## config.mk

```make
export PLATFORM = sky130hd
export DESIGN_NAME = lec_cluster
export DESIGN_NICKNAME = d
export VERILOG_FILES = /design/src/hw/lec_pkg.sv /design/src/hw/lec_cell_reg.sv /design/src/hw/lec_cluster.sv
export VERILOG_INCLUDE_DIRS = /design/src /design/src/hw
export SDC_FILE = /design/constraint.sdc
export NUM_CORES = 1
export LEC_CHECK = 0
export ABC_CLOCK_PERIOD_IN_PS = 8200
export BUFFER_PORTS_ARGS = -buffer_cell sky130_fd_sc_hd__buf_2
export CAP_MARGIN = 10
export CELL_PAD_IN_SITES_DETAIL_PLACEMENT = 0
export CELL_PAD_IN_SITES_GLOBAL_PLACEMENT = 2
export CORE_MARGIN = 8
export CORE_UTILIZATION = 41
export CTS_CLUSTER_DIAMETER = 80
export DETAILED_ROUTE_END_ITERATION = 8
export GPL_ROUTABILITY_DRIVEN = 1
export PLACE_DENSITY = 0.82
export SKIP_LAST_GASP = 1
export SYNTH_ARGS = -nofsm -noshare
export SYNTH_HDL_FRONTEND = slang
export SYNTH_HIERARCHICAL = 1
export SYNTH_SLANG_ARGS = --single-unit
```

## constraint.sdc

```tcl
create_clock -name mclk -period 8.2 [get_ports mclk]
set_input_delay 2.05 -clock mclk [delete_from_list [all_inputs] [get_ports mclk]]
set_output_delay 2.05 -clock mclk [all_outputs]
set_load 0.03 [all_outputs]
```

## src/hw/lec_map.svh

```systemverilog
// Register offsets, field positions and reset values of the cell cluster
`ifndef LEC_MAP_SVH
`define LEC_MAP_SVH

// Byte offsets: cell i config word sits at base plus four times i
`define LEC_CFG_BASE 8'h00
`define LEC_CTRL_OFS 8'h20
`define LEC_STAT_OFS 8'h24

// Reset values
`define LEC_CFG_RST 32'h0000_0000
`define LEC_CTRL_RST 16'hFB73

// Control line field: 4 bits per line, source low, pin index high
`define LEC_LINE_W 4
`define LEC_SRC_LSB 0
`define LEC_PIN_LSB 2

// Status word fields
`define LEC_STAT_COUT_BIT 8
`define LEC_STAT_CASC_BIT 9

// Control line numbers: two clocks, two clear or preset lines
`define LEC_CLK0 0
`define LEC_CLK1 1
`define LEC_CTL_A 2
`define LEC_CTL_B 3

`endif

```

## src/hw/lec_pkg.sv

```systemverilog
// Types shared by the cell cluster and its storage cell
package lec_pkg;

  // Operating mode, Gray coded
  typedef enum logic [1:0] {
    LEC_NORMAL = 2'h0,
    LEC_ARITH  = 2'h1,
    LEC_UPDN   = 2'h3,
    LEC_CLRCNT = 2'h2
  } lec_mode_e;

  // Storage element behaviour
  typedef enum logic [1:0] {
    LEC_FF_D  = 2'h0,
    LEC_FF_T  = 2'h1,
    LEC_FF_JK = 2'h3,
    LEC_FF_SR = 2'h2
  } lec_ff_e;

  // Clear and preset arrangement; code 7 is illegal
  typedef enum logic [2:0] {
    LEC_AS_NONE    = 3'h0,
    LEC_AS_CLR     = 3'h1,
    LEC_AS_PRE     = 3'h2,
    LEC_AS_CLR_PRE = 3'h3,
    LEC_AS_LD_CLR  = 3'h4,
    LEC_AS_LD_PRE  = 3'h5,
    LEC_AS_LD      = 3'h6
  } lec_amode_e;

  // Source of a cluster control line
  typedef enum logic [1:0] {
    LEC_SRC_DED   = 2'h0,
    LEC_SRC_IO    = 2'h1,
    LEC_SRC_LOCAL = 2'h2,
    LEC_SRC_HIGH  = 2'h3
  } lec_src_e;

  // One cell configuration word
  typedef struct packed {
    logic [3:0] spare;
    lec_amode_e amode;
    logic clk_sel;
    logic casc_or;
    logic casc_en;
    logic carry_sel;
    logic bypass;
    lec_ff_e ff;
    lec_mode_e mode;
    logic [15:0] lut;
  } lec_cell_cfg_s;

  // Register port request
  typedef struct packed {
    logic [7:0] addr;
    logic [31:0] wdata;
    logic wr;
    logic rd;
  } lec_bus_s;

endpackage

```

## src/hw/lec_cell_reg.sv

```systemverilog
// Programmable storage element of one logic cell
`timescale 1ns/1ps

module lec_cell_reg (
  // Clock and reset
  input logic mclk,
  input logic rstn,
  // Configuration
  input lec_pkg::lec_ff_e ff,
  input lec_pkg::lec_amode_e amode,
  // Data and controls
  input logic v,
  input logic aux,
  input logic ld_data,
  input logic tick,
  input logic ctl_a_n,
  input logic ctl_b_n,
  // Stored value
  output logic q
);

  logic clr_n; // Effective clear, low active
  logic pre_n; // Effective preset, low active
  logic ld; // Load request from line A
  logic next_q; // Value taken on a clock tick

  // Map the two lines onto clear and preset
  always_comb begin
    ld = ~ctl_a_n;
    clr_n = 1'b1;
    pre_n = 1'b1;
    unique case (amode)
      lec_pkg::LEC_AS_NONE: begin
        clr_n = 1'b1;
      end
      lec_pkg::LEC_AS_CLR: begin
        clr_n = ctl_b_n;
      end
      lec_pkg::LEC_AS_PRE: begin
        pre_n = ctl_a_n;
      end
      lec_pkg::LEC_AS_CLR_PRE: begin
        pre_n = ctl_a_n;
        clr_n = ctl_b_n;
      end
      // Load steers preset or clear by the data bit
      lec_pkg::LEC_AS_LD_CLR: begin
        pre_n = ~(ld & ld_data);
        clr_n = ~(ld & ~ld_data) & ctl_b_n;
      end
      lec_pkg::LEC_AS_LD_PRE: begin
        pre_n = ~(ld & ld_data) & ctl_b_n;
        clr_n = ~(ld & ~ld_data);
      end
      lec_pkg::LEC_AS_LD: begin
        pre_n = ~(ld & ld_data);
        clr_n = ~(ld & ~ld_data);
      end
      // Illegal code acts as no clear and no preset
      default: begin
        clr_n = 1'b1;
      end
    endcase
  end

  // Next value by storage kind
  always_comb begin
    unique case (ff)
      lec_pkg::LEC_FF_D: next_q = v;
      lec_pkg::LEC_FF_T: next_q = q ^ v;
      lec_pkg::LEC_FF_JK: next_q = (v & ~q) | (~aux & q);
      lec_pkg::LEC_FF_SR: next_q = v | (~aux & q);
    endcase
  end

  // Clear beats preset, both beat the clock tick
  always_ff @(posedge mclk or negedge rstn) begin
    if (!rstn) begin
      q <= 1'b0;
    end else if (!clr_n) begin
      q <= 1'b0;
    end else if (!pre_n) begin
      q <= 1'b1;
    end else if (tick) begin
      q <= next_q;
    end
  end

endmodule // lec_cell_reg

```

## src/hw/lec_cluster.sv

```systemverilog
// Cluster of logic cells with chains, control lines and config port
`timescale 1ns/1ps
`include "lec_map.svh"

module lec_cluster #(
  parameter int CELLS = 8
) (
  // Clock and reset
  input logic mclk,
  input logic rstn,
  // Register port
  input lec_pkg::lec_bus_s bus,
  output logic [31:0] rdata,
  // Dedicated and I/O control pins
  input logic [3:0] ded_in,
  input logic [3:0] io_ctl_in,
  // Local interconnect from the fabric
  input logic [3:0] local_ctl,
  input logic [CELLS-1:0][3:0] data_in,
  // Row chains from and to neighbour clusters
  input logic carry_in,
  input logic cascade_in,
  output logic carry_out,
  output logic cascade_out,
  // Cell outputs towards the fabric
  output logic [CELLS-1:0] cell_output
);

  // Configuration words, one per cell
  lec_pkg::lec_cell_cfg_s cfg [CELLS];
  // Control line sources
  logic [15:0] ctrl;
  // Read value before the output register
  logic [31:0] rd_val;

  // Pin synchronisers, first and second stage
  logic [3:0] ded_s1;
  logic [3:0] ded_s2;
  logic [3:0] io_s1;
  logic [3:0] io_s2;

  // Selected control lines
  logic [3:0] line;
  // Previous clock line levels for edge finding
  logic [1:0] clk_q;
  // One cycle tick per clock line rise
  logic [1:0] tick;

  // Chain nodes, node 0 from the left neighbour
  logic [CELLS:0] carry;
  logic [CELLS:0] casc;
  // Combinational cell outputs
  logic [CELLS-1:0] out_c;

  // Configuration writes, one word per cell
  for (genvar i = 0; i < CELLS; i++) begin : g_cfg
    always_ff @(posedge mclk or negedge rstn) begin
      if (!rstn) begin
        cfg[i] <= `LEC_CFG_RST;
      end else if (bus.wr && bus.addr == 8'(`LEC_CFG_BASE + 4 * i)) begin
        cfg[i] <= bus.wdata;
      end
    end
  end

  // Control source register
  always_ff @(posedge mclk or negedge rstn) begin
    if (!rstn) begin
      ctrl <= `LEC_CTRL_RST;
    end else if (bus.wr && bus.addr == `LEC_CTRL_OFS) begin
      ctrl <= bus.wdata[15:0];
    end
  end

  // Read decode; unmapped addresses read zero
  always_comb begin
    rd_val = 32'h0000_0000;
    for (int i = 0; i < CELLS; i++) begin
      if (bus.addr == 8'(`LEC_CFG_BASE + 4 * i)) begin
        rd_val = cfg[i];
      end
    end
    if (bus.addr == `LEC_CTRL_OFS) begin
      rd_val = {16'h0000, ctrl};
    end else if (bus.addr == `LEC_STAT_OFS) begin
      // Live state of the cluster outputs
      rd_val[CELLS-1:0] = cell_output;
      rd_val[`LEC_STAT_COUT_BIT] = carry_out;
      rd_val[`LEC_STAT_CASC_BIT] = cascade_out;
    end
  end

  // Read data stands only in the cycle after the strobe
  always_ff @(posedge mclk or negedge rstn) begin
    if (!rstn) begin
      rdata <= 32'h0000_0000;
    end else if (bus.rd) begin
      rdata <= rd_val;
    end else begin
      rdata <= 32'h0000_0000;
    end
  end

  // Two flops on every pin; idle high so clear stays off
  always_ff @(posedge mclk or negedge rstn) begin
    if (!rstn) begin
      ded_s1 <= 4'hF;
      ded_s2 <= 4'hF;
      io_s1 <= 4'hF;
      io_s2 <= 4'hF;
    end else begin
      ded_s1 <= ded_in;
      ded_s2 <= ded_s1;
      io_s1 <= io_ctl_in;
      io_s2 <= io_s1;
    end
  end

  // Source selection per control line
  for (genvar k = 0; k < 4; k++) begin : g_line
    lec_pkg::lec_src_e src;
    logic [1:0] pin;
    logic sel; // Chosen level, one driver per bit of line
    assign src = lec_pkg::lec_src_e'(
      ctrl[`LEC_LINE_W * k + `LEC_SRC_LSB +: 2]);
    assign pin = ctrl[`LEC_LINE_W * k + `LEC_PIN_LSB +: 2];
    always_comb begin
      unique case (src)
        // Any of the four global dedicated inputs
        lec_pkg::LEC_SRC_DED: sel = ded_s2[pin];
        // The line's own I/O pin
        lec_pkg::LEC_SRC_IO: sel = io_s2[k];
        // Internal logic over local interconnect
        lec_pkg::LEC_SRC_LOCAL: sel = local_ctl[k];
        // Unused line held high
        lec_pkg::LEC_SRC_HIGH: sel = 1'b1;
      endcase
    end
    assign line[k] = sel;
  end

  // Remember clock line levels
  always_ff @(posedge mclk or negedge rstn) begin
    if (!rstn) begin
      clk_q <= 2'b11;
    end else begin
      clk_q <= line[`LEC_CLK1:`LEC_CLK0];
    end
  end

  // A rise on either clock line gives a one cycle tick.
  // Line clocks far below mclk only; a faster one loses edges.
  assign tick = line[`LEC_CLK1:`LEC_CLK0] & ~clk_q;

  // Chain ends joined to the row neighbours
  assign carry[0] = carry_in;
  assign casc[0] = cascade_in;

  // One logic cell per index
  for (genvar i = 0; i < CELLS; i++) begin : g_cell
    logic [3:0] d; // Four data inputs
    logic q; // Stored value, fed back
    logic [3:0] idx4; // Normal mode table index
    logic [2:0] idx3; // Three-input table index
    logic f; // Table result
    logic comb; // Result after cascade
    logic cnt_mux; // Load selector output
    logic v; // Storage data input
    logic cout; // Carry to the next cell
    logic cso; // Cascade to the next cell
    lec_pkg::lec_ff_e ff_eff; // Effective storage kind

    assign d = data_in[i];

    // Table and mode routing of seven inputs
    always_comb begin
      // Carry or fourth data input on the top index bit
      idx4 = {cfg[i].carry_sel ? carry[i] : d[3], d[2:0]};
      idx3 = {carry[i], d[1], d[0]};
      f = 1'b0;
      cout = carry[i];
      cnt_mux = 1'b0;
      comb = 1'b0;
      cso = casc[i];
      v = 1'b0;
      ff_eff = cfg[i].ff;
      unique case (cfg[i].mode)
        lec_pkg::LEC_NORMAL: begin
          // Carry in may enter the table as a plain signal
          f = cfg[i].lut[idx4];
          // Carry passes so the chain keeps running
          cout = carry[i];
          comb = f;
        end
        lec_pkg::LEC_ARITH: begin
          // Low half gives the sum, high half the carry
          f = cfg[i].lut[{1'b0, idx3}];
          cout = cfg[i].lut[{1'b1, idx3}];
          comb = f;
        end
        lec_pkg::LEC_UPDN: begin
          // Tables see carry, direction and the fed back value
          f = cfg[i].lut[{1'b0, carry[i], d[1], q}];
          cout = cfg[i].lut[{1'b1, carry[i], d[1], q}];
          // Load wins, then enable, else hold
          cnt_mux = d[3] ? d[0] : (d[2] ? f : q);
          comb = cnt_mux;
          ff_eff = lec_pkg::LEC_FF_D;
        end
        lec_pkg::LEC_CLRCNT: begin
          // Second input now the synchronous clear, low active
          f = cfg[i].lut[{1'b0, carry[i], d[2], q}];
          cout = cfg[i].lut[{1'b1, carry[i], d[2], q}];
          cnt_mux = d[3] ? d[0] : (d[2] ? f : q);
          comb = cnt_mux & d[1];
          ff_eff = lec_pkg::LEC_FF_D;
        end
      endcase
      // Cascade joins table results of normal and arithmetic cells
      if (cfg[i].mode == lec_pkg::LEC_NORMAL ||
          cfg[i].mode == lec_pkg::LEC_ARITH) begin
        if (cfg[i].casc_en) begin
          // OR is built by inverting both sides of an AND
          comb = cfg[i].casc_or ? ~(~f & ~casc[i]) : f & casc[i];
        end
        // Each joined normal cell widens the function by four inputs, an arithmetic cell by three
        cso = comb;
      end
      v = comb;
    end

    // Storage element with clock choice and clear/preset
    lec_cell_reg u_reg (
      .mclk(mclk),
      .rstn(rstn),
      .ff(ff_eff),
      .amode(cfg[i].amode),
      .v(v),
      .aux(d[3]),
      .ld_data(d[3]),
      .tick(tick[cfg[i].clk_sel]),
      .ctl_a_n(line[`LEC_CTL_A]),
      .ctl_b_n(line[`LEC_CTL_B]),
      .q(q)
    );

    // Bypass shows the combined result, else the stored value
    assign out_c[i] = cfg[i].bypass ? comb : q;
    // Links to the next cell
    assign carry[i + 1] = cout;
    assign casc[i + 1] = cso;
  end

  // Outputs registered towards the fabric and row
  always_ff @(posedge mclk or negedge rstn) begin
    if (!rstn) begin
      cell_output <= '0;
      carry_out <= 1'b0;
      cascade_out <= 1'b0;
    end else begin
      cell_output <= out_c;
      carry_out <= carry[CELLS];
      // Last cell feeds the first cell of the next cluster
      cascade_out <= casc[CELLS];
    end
  end

endmodule // lec_cluster

```

==> results.txt, run 1 <==
The total negative setup slack came out at 0 ns. The wire length of the first global-routing pass came out at 101000 um. The worst setup path is launched from an input pin.

The number of clock buffers inserted by TritonCTS came out at 40. The clock tree buffer depth came out at 3. The endpoint identified for the worst register-to-register timing path is g_cell[6].u_reg/q. Counting instances, the worst hold path has a depth of 0.

The vias per cell came out at 6.33. The later pin in the worst-skew pair is clocked with a latency of 0.57 ns. The path with the worst hold slack has its endpoint at ded_s2[3]. The hold-fix buffer count after cts came out at 0. The worst setup path is captured at a flip-flop. The register area share after synthesis came out at 0.427. The time the final worst path needs with I/O delays and setup came out at 6.69 ns. The residual DRC count is 0.

Dividing the detail-routed wire length by the instance count gives 27.8 um. The leading cell type in the layout, fill and taps excluded is sky130_fd_sc_hd__dfrtp_1. The fmax came out at 0.149 GHz. The instance count of the mapped netlist came out at 1691. The worst setup path is of the in2reg kind. The number of placed cells counting well taps is 2358. In this run the most critical hold path is launched from ded_s1[3]. The final hold violation count came out at 0. The number of routed nets with antenna violations is 0. The depth of the worst register-to-register path came out at 19. The placed wire-length estimate is 48900 um. The post-CTS resize count is 0. Across the VDD grid, the largest voltage drop is 0.000175 V. The static leakage is 10.2 nW. OpenSTA, run right after detailed placement, puts the worst setup slack at 0.957 ns.

Data arrives at the worst endpoint at 7.11 ns. The count of endpoints failing setup in the final report is 0. The count of synthesis-stage warnings from yosys came out at 6. In the post-synthesis netlist, the biggest area contributors are sky130_fd_sc_hd__dfrtp_1, sky130_fd_sc_hd__mux2_2, sky130_fd_sc_hd__mux4_2, sky130_fd_sc_hd__dfstp_2, sky130_fd_sc_hd__mux2i_1. The largest net degree at the start of global routing came out at 140. The number of top-level pins is 132. The wire length reported by the detailed router came out at 67800 um. The buffer count from post-CTS setup fixing is 0.

The power density normalized to cell area is 198 mW/mm^2. The part of the cycle the worst path needs came out at 0.816. The clock skew after layout is 0.0264 ns.

The initial antenna violation count is 11. The startpoint of the worst-slack reg-to-reg timing path is g_cell[0].u_reg/q. The clock net sink count is 340. The flop and latch count out of synthesis is 340. The number of placement rows came out at 81.

The clock tree synthesis step divided the H-tree into 2 levels. The worst path required time is 8.62 ns. In the synthesized netlist the dominant register cell turns out to be sky130_fd_sc_hd__dfrtp_1. The summed instance area of the synthesized netlist is 0.0200 mm^2. Setup repair after global routing left no endpoint under its margin.

The slew of the pin with the lowest slew margin is 1.11 ns. The detailed router's first-iteration violation count came out at 1381. Before antenna repair, the detailed router went through 9 iterations. The distinct cell type count of the synthesized netlist came out at 84. The library cells used most frequently in the layout, excluding fill and tap cells, are sky130_fd_sc_hd__dfrtp_1, sky130_fd_sc_hd__mux2_2, sky130_fd_sc_hd__buf_2. The die width is 237 um. The share of synthesized registers carrying an async set or reset is 1.00. The number of pins with negative max-slew slack in the final report came out at 0. The number of nets in the synthesized netlist came out at 1789. The total congestion overflow after global routing is 0. The count of port buffers added during placement is 131. The floorplan step defined a die boundary enclosing 0.0561 mm^2. The worst slack on hold paths came out at 0.348 ns. sky130_fd_sc_hd__dfrtp_1 takes more of the synthesized area than any other cell. The run finished with clean final reports. The share of the synthesized area in the top cell type came out at 0.388.

The number of max-capacitance violations reported is 0. The global router's overall resource usage came out at 0.237. The area growth from synthesis to layout is 13.0%. The tree is rooted in a sky130_fd_sc_hd__clkbuf_16. The non-filler instance count after layout is 2438. The number of nets in the final layout came out at 1876. The clock-pin slew on the worst setup and hold paths came out at 0.06 ns. The path type of the worst min-delay path is reg2reg.

The synthesized area per cell is 11.8 um^2. The flop-to-flop setup slack is 2.60 ns. In the final layout, the share of cells above drive strength 1 is 0.380. The tightest slew margin relative to the limit came out at 0.258. The vias after detailed routing is 15.4k. The core region is 0.0485 mm^2. Yosys mapped a number of flops with a built-in enable equal to 0. The final weighted congestion in routability-driven placement came out at 0.895.

The TritonCTS clock tree is done. The highest net fanout along the worst path is 10. The worst setup slack after layout is 1.51 ns. The initial core utilization came out at 0.412.

The vertical die dimension is 237 um. The number of global-route vias before repair is 15.6k.
==> cell type report <==
cell class	count	area, um^2
clock inverters	15	194
diodes	7	17.5
inverters	55	206
repair buffers	154	851
well taps	622	778
flip-flops and latches	340	8550
fillers	4388	25900
multi-input cells	1187	10800
clock buffers	58	1190
==> critical path, cell delays in order <==
cell	delay (ns)
sky130_fd_sc_hd__buf_2	0.16
sky130_fd_sc_hd__mux4_1	0.36
sky130_fd_sc_hd__and4bb_4	0.25
sky130_fd_sc_hd__a211oi_4	0.46
sky130_fd_sc_hd__mux2i_4	0.51
sky130_fd_sc_hd__mux2i_1	0.50
sky130_fd_sc_hd__mux2i_1	0.30
sky130_fd_sc_hd__a21oi_1	0.13
sky130_fd_sc_hd__o31ai_1	0.29
sky130_fd_sc_hd__a21oi_1	0.16
sky130_fd_sc_hd__o221ai_1	0.36
sky130_fd_sc_hd__a32o_4	0.27
sky130_fd_sc_hd__a21oi_1	0.09
sky130_fd_sc_hd__o211ai_1	0.28
sky130_fd_sc_hd__nand2_1	0.15
sky130_fd_sc_hd__ha_1	0.31
sky130_fd_sc_hd__nand2b_1	0.06
sky130_fd_sc_hd__o211a_1	0.12
sky130_fd_sc_hd__o21ai_0	0.20
sky130_fd_sc_hd__a31oi_1	0.10
==> registers in the layout, summed over array words and instances (netlist names) <==
name and count:
carry_out 1, g_cell.u_reg/q 8, ded_s1 4, io_s1 4, rdata 32, cell_output 8
cfg 256, io_s2 4, ded_s2 4, cascade_out 1, ctrl 16, clk_q 2
==> cell families (layout without fill, tap and decap cells) <==
kind of cell / Yosys count / after routing / synth area share
multiplexers: 459 / 459 / 0.310
AO/OA/AOI/OAI: 386 / 386 / 0.139
flip-flops: 340 / 340 / 0.427
AND/OR/NAND/NOR: 334 / 334 / 0.0862
buffers and inverters: 164 / 282 / 0.0327
adder cells (fa/ha/maj): 8 / 8 / 0.00500
other: 0 / 7 / 0
==> cell usage after synthesis (11+ instances only) <==
library cell and count:
sky130_fd_sc_hd__a211oi_1 12, sky130_fd_sc_hd__nor2b_1 47, sky130_fd_sc_hd__dfstp_2 30, sky130_fd_sc_hd__clkbuf_1 65, sky130_fd_sc_hd__a21oi_1 93, sky130_fd_sc_hd__nand2_1 109
sky130_fd_sc_hd__inv_1 55, sky130_fd_sc_hd__a31oi_1 19, sky130_fd_sc_hd__mux4_2 91, sky130_fd_sc_hd__nand3_1 23, sky130_fd_sc_hd__nor2_1 61, sky130_fd_sc_hd__buf_1 33
sky130_fd_sc_hd__dfrtp_1 310, sky130_fd_sc_hd__o22ai_1 11, sky130_fd_sc_hd__and2_1 13, sky130_fd_sc_hd__nor3_1 12, sky130_fd_sc_hd__a222oi_1 40, sky130_fd_sc_hd__o21ai_0 70
sky130_fd_sc_hd__nand2b_1 34, sky130_fd_sc_hd__mux2_2 303, sky130_fd_sc_hd__a221oi_1 39, sky130_fd_sc_hd__mux2i_1 58
==> report_power, final <==
group,switching (mW),internal [mW]
clock,0.732,1.14
sequential,0.195,1.78
combinational,0.340,0.303
total,1.27,3.22
==> how the worst max path moves through the flow <==
stage / start / end / slack (ns) / cells past startpoint
final: data_in[0] / g_cell[6].u_reg/q / 1.51 / 20
after global routing: data_in[0] / g_cell[7].u_reg/q / 1.09 / 20
after CTS: data_in[0] / g_cell[7].u_reg/q / 1.51 / 20
after detailed placement: data_in[0] / g_cell[7].u_reg/q / 0.96 / 20
after global placement: data_in[0] / g_cell[7].u_reg/q / 1.08 / 20
after floorplan: data_in[0] / g_cell[7].u_reg/q / 1.90 / 22
==> per-stage QoR <==
step | power, mW | util | area (um^2)
2_1_floorplan | 2.37 | - | 20000
3_3_place_gp | 2.63 | 0.437 | 21200
3_5_place_dp | 2.64 | 0.437 | 21200
4_1_cts | 4.52 | 0.465 | 22600
5_1_grt | 4.66 | 0.465 | 22600
6_report | 4.49 | 0.466 | 22600
==> routing by layer <==
layer  GRT usage  vias up  wire length (um)
met3      0.0539      124              4960
met1       0.311     7992             28100
met5           0        -                52
met4      0.0829        8              2250
met2       0.383      612             32400
li1            -     6706                 -
Note: power is estimated with default switching activity, not from simulation.
==> run 2: changes to the inputs <==
--- a/config.mk
+++ b/config.mk
@@ -6,17 +6,17 @@
 export SDC_FILE = /design/constraint.sdc
 export NUM_CORES = 1
 export LEC_CHECK = 0
-export ABC_CLOCK_PERIOD_IN_PS = 8200
+export ABC_CLOCK_PERIOD_IN_PS = 6050
 export BUFFER_PORTS_ARGS = -buffer_cell sky130_fd_sc_hd__buf_2
 export CAP_MARGIN = 10
 export CELL_PAD_IN_SITES_DETAIL_PLACEMENT = 0
 export CELL_PAD_IN_SITES_GLOBAL_PLACEMENT = 2
 export CORE_MARGIN = 8
-export CORE_UTILIZATION = 41
+export CORE_UTILIZATION = 38
 export CTS_CLUSTER_DIAMETER = 80
 export DETAILED_ROUTE_END_ITERATION = 8
 export GPL_ROUTABILITY_DRIVEN = 1
-export PLACE_DENSITY = 0.82
+export PLACE_DENSITY = 0.8
 export SKIP_LAST_GASP = 1
 export SYNTH_ARGS = -nofsm -noshare
 export SYNTH_HDL_FRONTEND = slang
==> constraint.sdc (replaced) <==
create_clock -name mclk -period 6.05 [get_ports mclk]
set_input_delay 1.5125 -clock mclk [delete_from_list [all_inputs] [get_ports mclk]]
set_output_delay 1.5125 -clock mclk [all_outputs]
set_load 0.03 [all_outputs]
==> results.txt, run 2 (synthesis gave the netlist of run 1 again) <==
The power density normalized to cell area came out at 254 mW/mm^2 (+28%). The clock tree buffer depth is 3 (unchanged). TritonCTS built the clock tree. The clock net sink count is 340 (unchanged). The final hold violation count is 0 (unchanged). The design internal power came out at 4.12 mW (+28%).

The global router's overall resource usage is 0.224 (-0.0128). The fmax came out at 0.175 GHz. The vias after detailed routing came out at 15.6k (+0.93%). The path class of the tightest hold or removal check is reg2reg. The area growth from synthesis to layout is 14.3%. The number of top-level pins came out at 132 (unchanged). The worst path required time came out at 6.51 ns (-2.11 ns).

The tightest slew margin relative to the limit came out at 0.316 (+0.0580). The clock skew after layout is 0.0181 ns (-0.00835 ns). The average detailed-routed wire length per instance is 26.9 um (-3.2%). The static leakage came to 10.4 nW (+1.4%). The switching power of the nets was 1.69 mW (+34%). The total negative setup slack came out at 0 ns (unchanged). The initial antenna violation count is 6 (-5).

The detailed router's first-iteration violation count is 1570 (+14%). The slew of the pin with the lowest slew margin came out at 1.02 ns (-0.0866 ns). The residual DRC count is 0 (unchanged). The worst ir drop on vdd is 0.000242 V (+38%). The initial core utilization is 0.382 (-0.0299). The number of flip-flops in the largest register is 256 (unchanged). The number of placement rows came out at 84 (+3.7%). The largest net degree at the start of global routing came out at 149 (+6.4%).

The time the final worst path needs with I/O delays and setup came out at 5.72 ns. The worst setup path is captured at a flip-flop. The part of the cycle the worst path needs is 0.946.

The library cell used most frequently in the layout, excluding fill and tap cells, is sky130_fd_sc_hd__dfrtp_1. The buffer count from post-CTS setup fixing came out at 0 (unchanged). The worst slack at placement is -0.203 ns (-1.16 ns).

The worst setup slack after layout came to 0.330 ns (-1.18 ns). The total die area came out at 0.0602 mm^2 (+7.4%). The clock-pin slew on the worst setup and hold paths is 0.06 ns (about the same). The run finished with clean final reports. The worst setup path is of the in2reg kind.

The count of endpoints failing setup in the final report is 0 (unchanged). The die width was 245 um (+3.6%). The post-CTS resize count is 0 (unchanged).

The clock latency on the worst-skew pair came out at 0.56 ns (about the same). CTS placed an instance of sky130_fd_sc_hd__clkbuf_16 at the clock tree root. The post-layout total power came to 5.81 mW (+30%). STA classifies the critical path startpoint as an input pin.

The number of pins with negative max-slew slack in the final report is 0 (unchanged). The number of max-capacitance violations reported came out at 0 (unchanged). The largest registers in the layout are cfg: 256 flops, rdata: 32 flops, ctrl: 16 flops. The number of levels the H-tree was split into came to 2 (unchanged). The combinational fraction of design power was 0.164 (+0.021). Counting flops per register, the top entry is cfg. The proportion of layout cells with a drive suffix above 1 came out at 0.392 (+0.0124).

The count of port buffers added during placement came to 131 (unchanged). The library cells used most frequently in the layout, excluding fill and tap cells, are sky130_fd_sc_hd__dfrtp_1, sky130_fd_sc_hd__mux2_2, sky130_fd_sc_hd__buf_2. The area of the core came to 0.0523 mm^2 (+7.8%). The final weighted congestion in routability-driven placement is 0.906 (+1.3%). The hold-fix buffer count after cts is 0 (unchanged).

The vias per cell was 6.12 (-3.4%). The placed wire-length estimate is 50800 um (+3.9%). The highest net fanout along the worst path came out at 7 (-3). The count of filler cells inserted in the layout is 4905 (+12%). The vertical die dimension came out at 245 um (+3.6%).

The arrival time reported for the critical path endpoint came out at 6.18 ns (-0.93 ns). The total iterations of the first detailed-routing run is 7 (-2). The number of nets in the final layout came to 1925 (+2.6%). The sequential share of power is 0.456 (+0.016). Setup repair after global routing left no endpoint under its margin.

The net switching share of the total power is 0.292 (+0.00926). The wire length reported by the detailed router was 68500 um (+1.1%). The number of routed nets with antenna violations came out at 0 (unchanged). The wire length of the first global-routing pass is 102000 um (+1.3%). The number of global-route vias before repair is 15.6k (+0.064%). The total congestion overflow after global routing came out at 0 (unchanged). The number of clock buffers inserted by TritonCTS came out at 38 (-5.0%). The clock share of power is 0.380 (-0.037).
run 2: final cells by class:
type                       instances  area, um^2  share of cell area
antenna                            4        10.0            0.000438
clock buffer                      57        1090              0.0478
inverter                          55         206             0.00903
timing repair buffer             205        1250              0.0545
sequential                       340        8550               0.374
clock inverter                    10        71.3             0.00312
multi-input combinational       1187       10800               0.474
tap                              688         861              0.0377
run 2: worst max-delay path: stages:
cell                       delay (ns)
sky130_fd_sc_hd__buf_2           0.16
sky130_fd_sc_hd__mux4_1          0.59
sky130_fd_sc_hd__and4bb_4        0.38
sky130_fd_sc_hd__a211oi_4        0.07
sky130_fd_sc_hd__mux2i_4         0.27
sky130_fd_sc_hd__buf_4           0.18
sky130_fd_sc_hd__o21ai_0         0.22
sky130_fd_sc_hd__a32oi_1         0.18
sky130_fd_sc_hd__a221oi_1        0.31
sky130_fd_sc_hd__o22ai_1         0.16
sky130_fd_sc_hd__a21oi_1         0.28
sky130_fd_sc_hd__o221ai_1        0.15
sky130_fd_sc_hd__buf_4           0.17
sky130_fd_sc_hd__a32o_4          0.32
sky130_fd_sc_hd__a211oi_1        0.27
sky130_fd_sc_hd__nor4b_2         0.09
sky130_fd_sc_hd__o21ai_1         0.21
sky130_fd_sc_hd__ha_1            0.27
sky130_fd_sc_hd__nand2b_1        0.07
sky130_fd_sc_hd__o211a_1         0.13
sky130_fd_sc_hd__o21ai_0         0.06
sky130_fd_sc_hd__a31oi_1         0.14
run 2: power by group through the flow:
stage | clock network (mW) | registers (mW) | logic (mW)
3_5_place_dp | 0 | 2.69 | 0.954
3_3_place_gp | 0 | 2.68 | 0.937
5_1_grt | 2.34 | 2.67 | 1.03
2_1_floorplan | 0 | 2.58 | 0.629
4_1_cts | 2.24 | 2.65 | 0.959
6_report | 2.21 | 2.65 | 0.953
run 2: through the flow:
stage	hold slack, ns	cell area [um^2]	utilization	instances
floorplan	0.345	20000	-	1691
global placement	0.346	21700	0.414	2475
detailed placement	0.347	21700	0.414	2475
CTS	0.355	22800	0.437	2542
global route	0.358	22900	0.437	2544
finish	0.354	22900	0.437	2546
run 2: layer usage:
| layer | vias up | wire (um) | track usage |
|---|---|---|---|
| li1 | 6795 | - | - |
| met1 | 8116 | 29600 | 0.302 |
| met2 | 543 | 32200 | 0.359 |
| met3 | 127 | 3890 | 0.0349 |
| met4 | 4 | 2790 | 0.0925 |
| met5 | - | 24 | 0 |
run 2: final timing paths:
path / start / end / slack [ns] / cells after the start
setup / recovery: data_in[0] / g_cell[7].u_reg/q / 0.33 / 22
hold / removal: ded_s1[2] / ded_s2[2] / 0.35 / 0
setup reg to reg: g_cell[0].u_reg/q / g_cell[7].u_reg/q / 0.88 / 21
hold reg to reg: ded_s1[2] / ded_s2[2] / 0.35 / 0
max in group asynchronous: rstn / cfg[10] / 3.93 / 2
min in group asynchronous: rstn / cfg[153] / 0.90 / 1
==> run 3: changes to the inputs <==
--- a/config.mk
+++ b/config.mk
@@ -6,17 +6,17 @@
 export SDC_FILE = /design/constraint.sdc
 export NUM_CORES = 1
 export LEC_CHECK = 0
-export ABC_CLOCK_PERIOD_IN_PS = 6050
+export ABC_CLOCK_PERIOD_IN_PS = 6700
 export BUFFER_PORTS_ARGS = -buffer_cell sky130_fd_sc_hd__buf_2
 export CAP_MARGIN = 10
 export CELL_PAD_IN_SITES_DETAIL_PLACEMENT = 0
 export CELL_PAD_IN_SITES_GLOBAL_PLACEMENT = 2
 export CORE_MARGIN = 8
-export CORE_UTILIZATION = 38
+export CORE_UTILIZATION = 41
 export CTS_CLUSTER_DIAMETER = 80
 export DETAILED_ROUTE_END_ITERATION = 8
 export GPL_ROUTABILITY_DRIVEN = 1
-export PLACE_DENSITY = 0.8
+export PLACE_DENSITY = 0.82
 export SKIP_LAST_GASP = 1
 export SYNTH_ARGS = -nofsm -noshare
 export SYNTH_HDL_FRONTEND = slang
==> constraint.sdc (replaced) <==
create_clock -name mclk -period 6.7 [get_ports mclk]
set_input_delay 1.675 -clock mclk [delete_from_list [all_inputs] [get_ports mclk]]
set_output_delay 1.675 -clock mclk [all_outputs]
set_load 0.03 [all_outputs]
==> results.txt, run 3 (synthesis gave the netlist of run 1 again) <==
The path type of the worst min-delay path is reg2reg. The post-route core utilization is 0.464 (+0.0270). The worst path required time is 7.12 ns (+0.61 ns). The highest net fanout along the worst path was 10 (+3). The depth of the worst register-to-register path is 19 (-9.5%). The initial antenna violation count is 9 (+3).

The arrival time reported for the critical path endpoint came out at 6.60 ns (+0.42 ns). In this run the clock root is driven by a sky130_fd_sc_hd__clkbuf_16. The largest net degree at the start of global routing is 171 (+15%). The clock net sink count is 340 (unchanged).

The vertical die dimension came out at 237 um (-3.5%). Leaving out fill and tap cells, the most frequent cell in the layout is sky130_fd_sc_hd__dfrtp_1. The endpoint identified for the worst register-to-register timing path is g_cell[7].u_reg/q.

The count of endpoints failing setup in the final report is 0 (unchanged). The vias per cell came out at 6.31 (+3.1%). The number of global-route vias before repair came out at 15.5k (-0.71%). The final weighted congestion in routability-driven placement came to 0.908 (+0.22%). The number of nets in the final layout is 1885 (-2.1%). The worst setup path is captured at a flip-flop. The startpoint of the worst-slack reg-to-reg timing path is g_cell[0].u_reg/q. The number of flip-flops in the largest register is 256 (unchanged).

The TritonCTS clock tree is done. The number of pins with negative max-slew slack in the final report came out at 0 (unchanged). The area of the core came to 0.0485 mm^2 (-7.3%). The largest registers in the layout are cfg: 256 flops, rdata: 32 flops, ctrl: 16 flops. The time the final worst path needs with I/O delays and setup is 6.17 ns.

The total congestion overflow after global routing was 0 (unchanged). The clock-pin slew on the worst setup and hold paths is 0.06 ns (about the same). The most flop-heavy register is cfg. The number of placed cells counting well taps came out at 2368 (-4.3%). The wire length of the first global-routing pass came out at 101000 um (-0.74%). The area growth from synthesis to layout is 12.6%.

The count of port buffers added during placement is 131 (unchanged). The number of placement rows came to 81 (-3.6%). The slew of the pin with the lowest slew margin came out at 1.02 ns (-0.000923 ns). The placed wire-length estimate is 49300 um (-2.9%). The static leakage came to 10.2 nW (-1.7%). The startpoint type of the worst setup path is an input pin.

The non-filler instance count after layout is 2441 (-4.1%). The flop-to-flop setup slack came out at 1.24 ns (+0.36 ns). The clock skew after layout came out at 0.0265 ns (+0.00841 ns). The flow ran to the end, and the final reports show no timing, DRC or antenna violations. The buffer count from post-CTS setup fixing came out at 0 (unchanged). The wire length reported by the detailed router is 67500 um (-1.6%). The global router's overall resource usage is 0.238 (+0.0135). The worst slack on hold paths is 0.352 ns (-0.00115 ns).

The total negative setup slack came out at 0 ns (unchanged). The total die area came out at 0.0561 mm^2 (-6.9%). The detailed router's first-iteration violation count is 1461 (-6.9%). The initial core utilization was 0.412 (+0.0299). Dividing the final minimum period by the clock period gives 0.921.

The last element of the critical path is g_cell[7].u_reg/q. The worst hold path begins at ded_s1[2]. The critical path starts at data_in[0]. The hold-fix buffer count after cts came to 0 (unchanged). The post-layout total power is 5.30 mW (-8.8%).

The clock latency on the worst-skew pair came out at 0.57 ns (about the same). The vias after detailed routing came out at 15.4k (-1.2%). The final hold violation count is 0 (unchanged). The average detailed-routed wire length per instance is 27.6 um (+2.7%). The fmax came out at 0.162 GHz. The clock tree buffer depth is 3 (unchanged). The number of max-capacitance violations reported was 0 (unchanged). In the layout the commonest cells are sky130_fd_sc_hd__dfrtp_1, sky130_fd_sc_hd__mux2_2, sky130_fd_sc_hd__buf_2. The number of top-level pins came out at 132 (unchanged). For this design, the slowest cell found on the critical path is sky130_fd_sc_hd__mux2i_4. The die width is 237 um (-3.5%). The tightest slew margin relative to the limit is 0.317 (+0.00149). Setup repair after global routing left no endpoint under its margin.

The peak per-stage delay on the critical path is 0.49 ns (-0.10 ns). By startpoint and endpoint, the worst setup path is classified as in2reg. The number of clock buffers inserted by TritonCTS came out at 39 (+2.6%). The proportion of layout cells with a drive suffix above 1 is 0.380 (-0.0120). The number of routed nets with antenna violations came out at 0 (unchanged). The worst ir drop on vdd came out at 0.000227 V (-6.1%). The count of filler cells inserted in the layout came out at 4406 (-10%). The total iterations of the first detailed-routing run came out at 8 (+1). The post-CTS resize count came out at 0 (unchanged).

The number of levels the H-tree was split into came out at 2 (unchanged). The residual DRC count is 0 (unchanged). The power density normalized to cell area is 235 mW/mm^2 (-7.4%). The critical path goes through buf_2, mux4_1, and4bb_4, a211oi_4, mux2i_4, mux2i_1, mux2i_1, a21oi_1, o31ai_1, a21oi_1, o221ai_1, a32o_4, a211oi_2, nor4b_2, o21ai_1, ha_1, nand2b_1, o211a_1, o21ai_0, a31oi_1.
-- run 3: cell types whose count changed in the layout (fill, tap and decap cells not counted) --
cell / change
sky130_fd_sc_hd__clkinv_2: +2
sky130_fd_sc_hd__clkinv_8: -1
sky130_fd_sc_hd__buf_4: -40
sky130_fd_sc_hd__bufinv_16: +2
sky130_fd_sc_hd__clkinvlp_4: +1
sky130_fd_sc_hd__clkbuf_8: -3
sky130_fd_sc_hd__buf_12: -1
sky130_fd_sc_hd__inv_8: +1
sky130_fd_sc_hd__clkbuf_16: +1
sky130_fd_sc_hd__clkbuf_1: -2
sky130_fd_sc_hd__inv_6: +1
-- run 3: worst min-delay path by stage --
stage,to,slack [ns],cells after the start
6_report,ded_s2[2],0.35,0
2_1_floorplan,ded_s2[0],0.35,0
4_1_cts,ded_s2[2],0.35,0
3_5_place_dp,io_s2[2],0.35,0
3_3_place_gp,io_s2[3],0.35,0
5_1_grt,io_s2[3],0.36,0
-- run 3: stage by stage --
| step | area [um^2] | worst slack (ns) |
|---|---|---|
| finish | 22500 | 0.526 |
| global route | 22500 | 0.237 |
| CTS | 22500 | 0.568 |
| detailed placement | 21300 | -0.0227 |
| global placement | 21300 | 0.125 |
| floorplan | 20000 | 0.779 |
-- run 3: layout make-up --
class,instances,area (um^2),share of cell area
antenna,4,10.0,0.000445
clock buffer,53,1070,0.0475
clock inverter,16,153,0.00678
inverter,55,206,0.00917
multi-input combinational,1187,10800,0.481
sequential,340,8550,0.380
tap,622,778,0.0346
timing repair buffer,164,926,0.0411
-- run 3: where the power goes --
| group | switching, mW | internal [mW] |
|---|---|---|
| Clock | 0.879 | 1.20 |
| Sequential | 0.236 | 2.18 |
| Combinational | 0.425 | 0.379 |
| Total | 1.54 | 3.76 |
-- run 3: routing by layer --
| metal | vias up | track usage | routed length, um |
|---|---|---|---|
| met2 | 575 | 0.385 | 32200 |
| met5 | - | 0 | 51 |
| met4 | 8 | 0.0904 | 2560 |
| met1 | 7990 | 0.316 | 27800 |
| li1 | 6705 | - | - |
| met3 | 127 | 0.0419 | 4880 |
-- run 3: critical path: cells and delay by family --
kind	cells	cell delay, ns
compound gates	11	2.28
fa+ha+maj	1	0.30
buf+inv	1	0.16
mux	4	1.55
simple gates	3	0.63
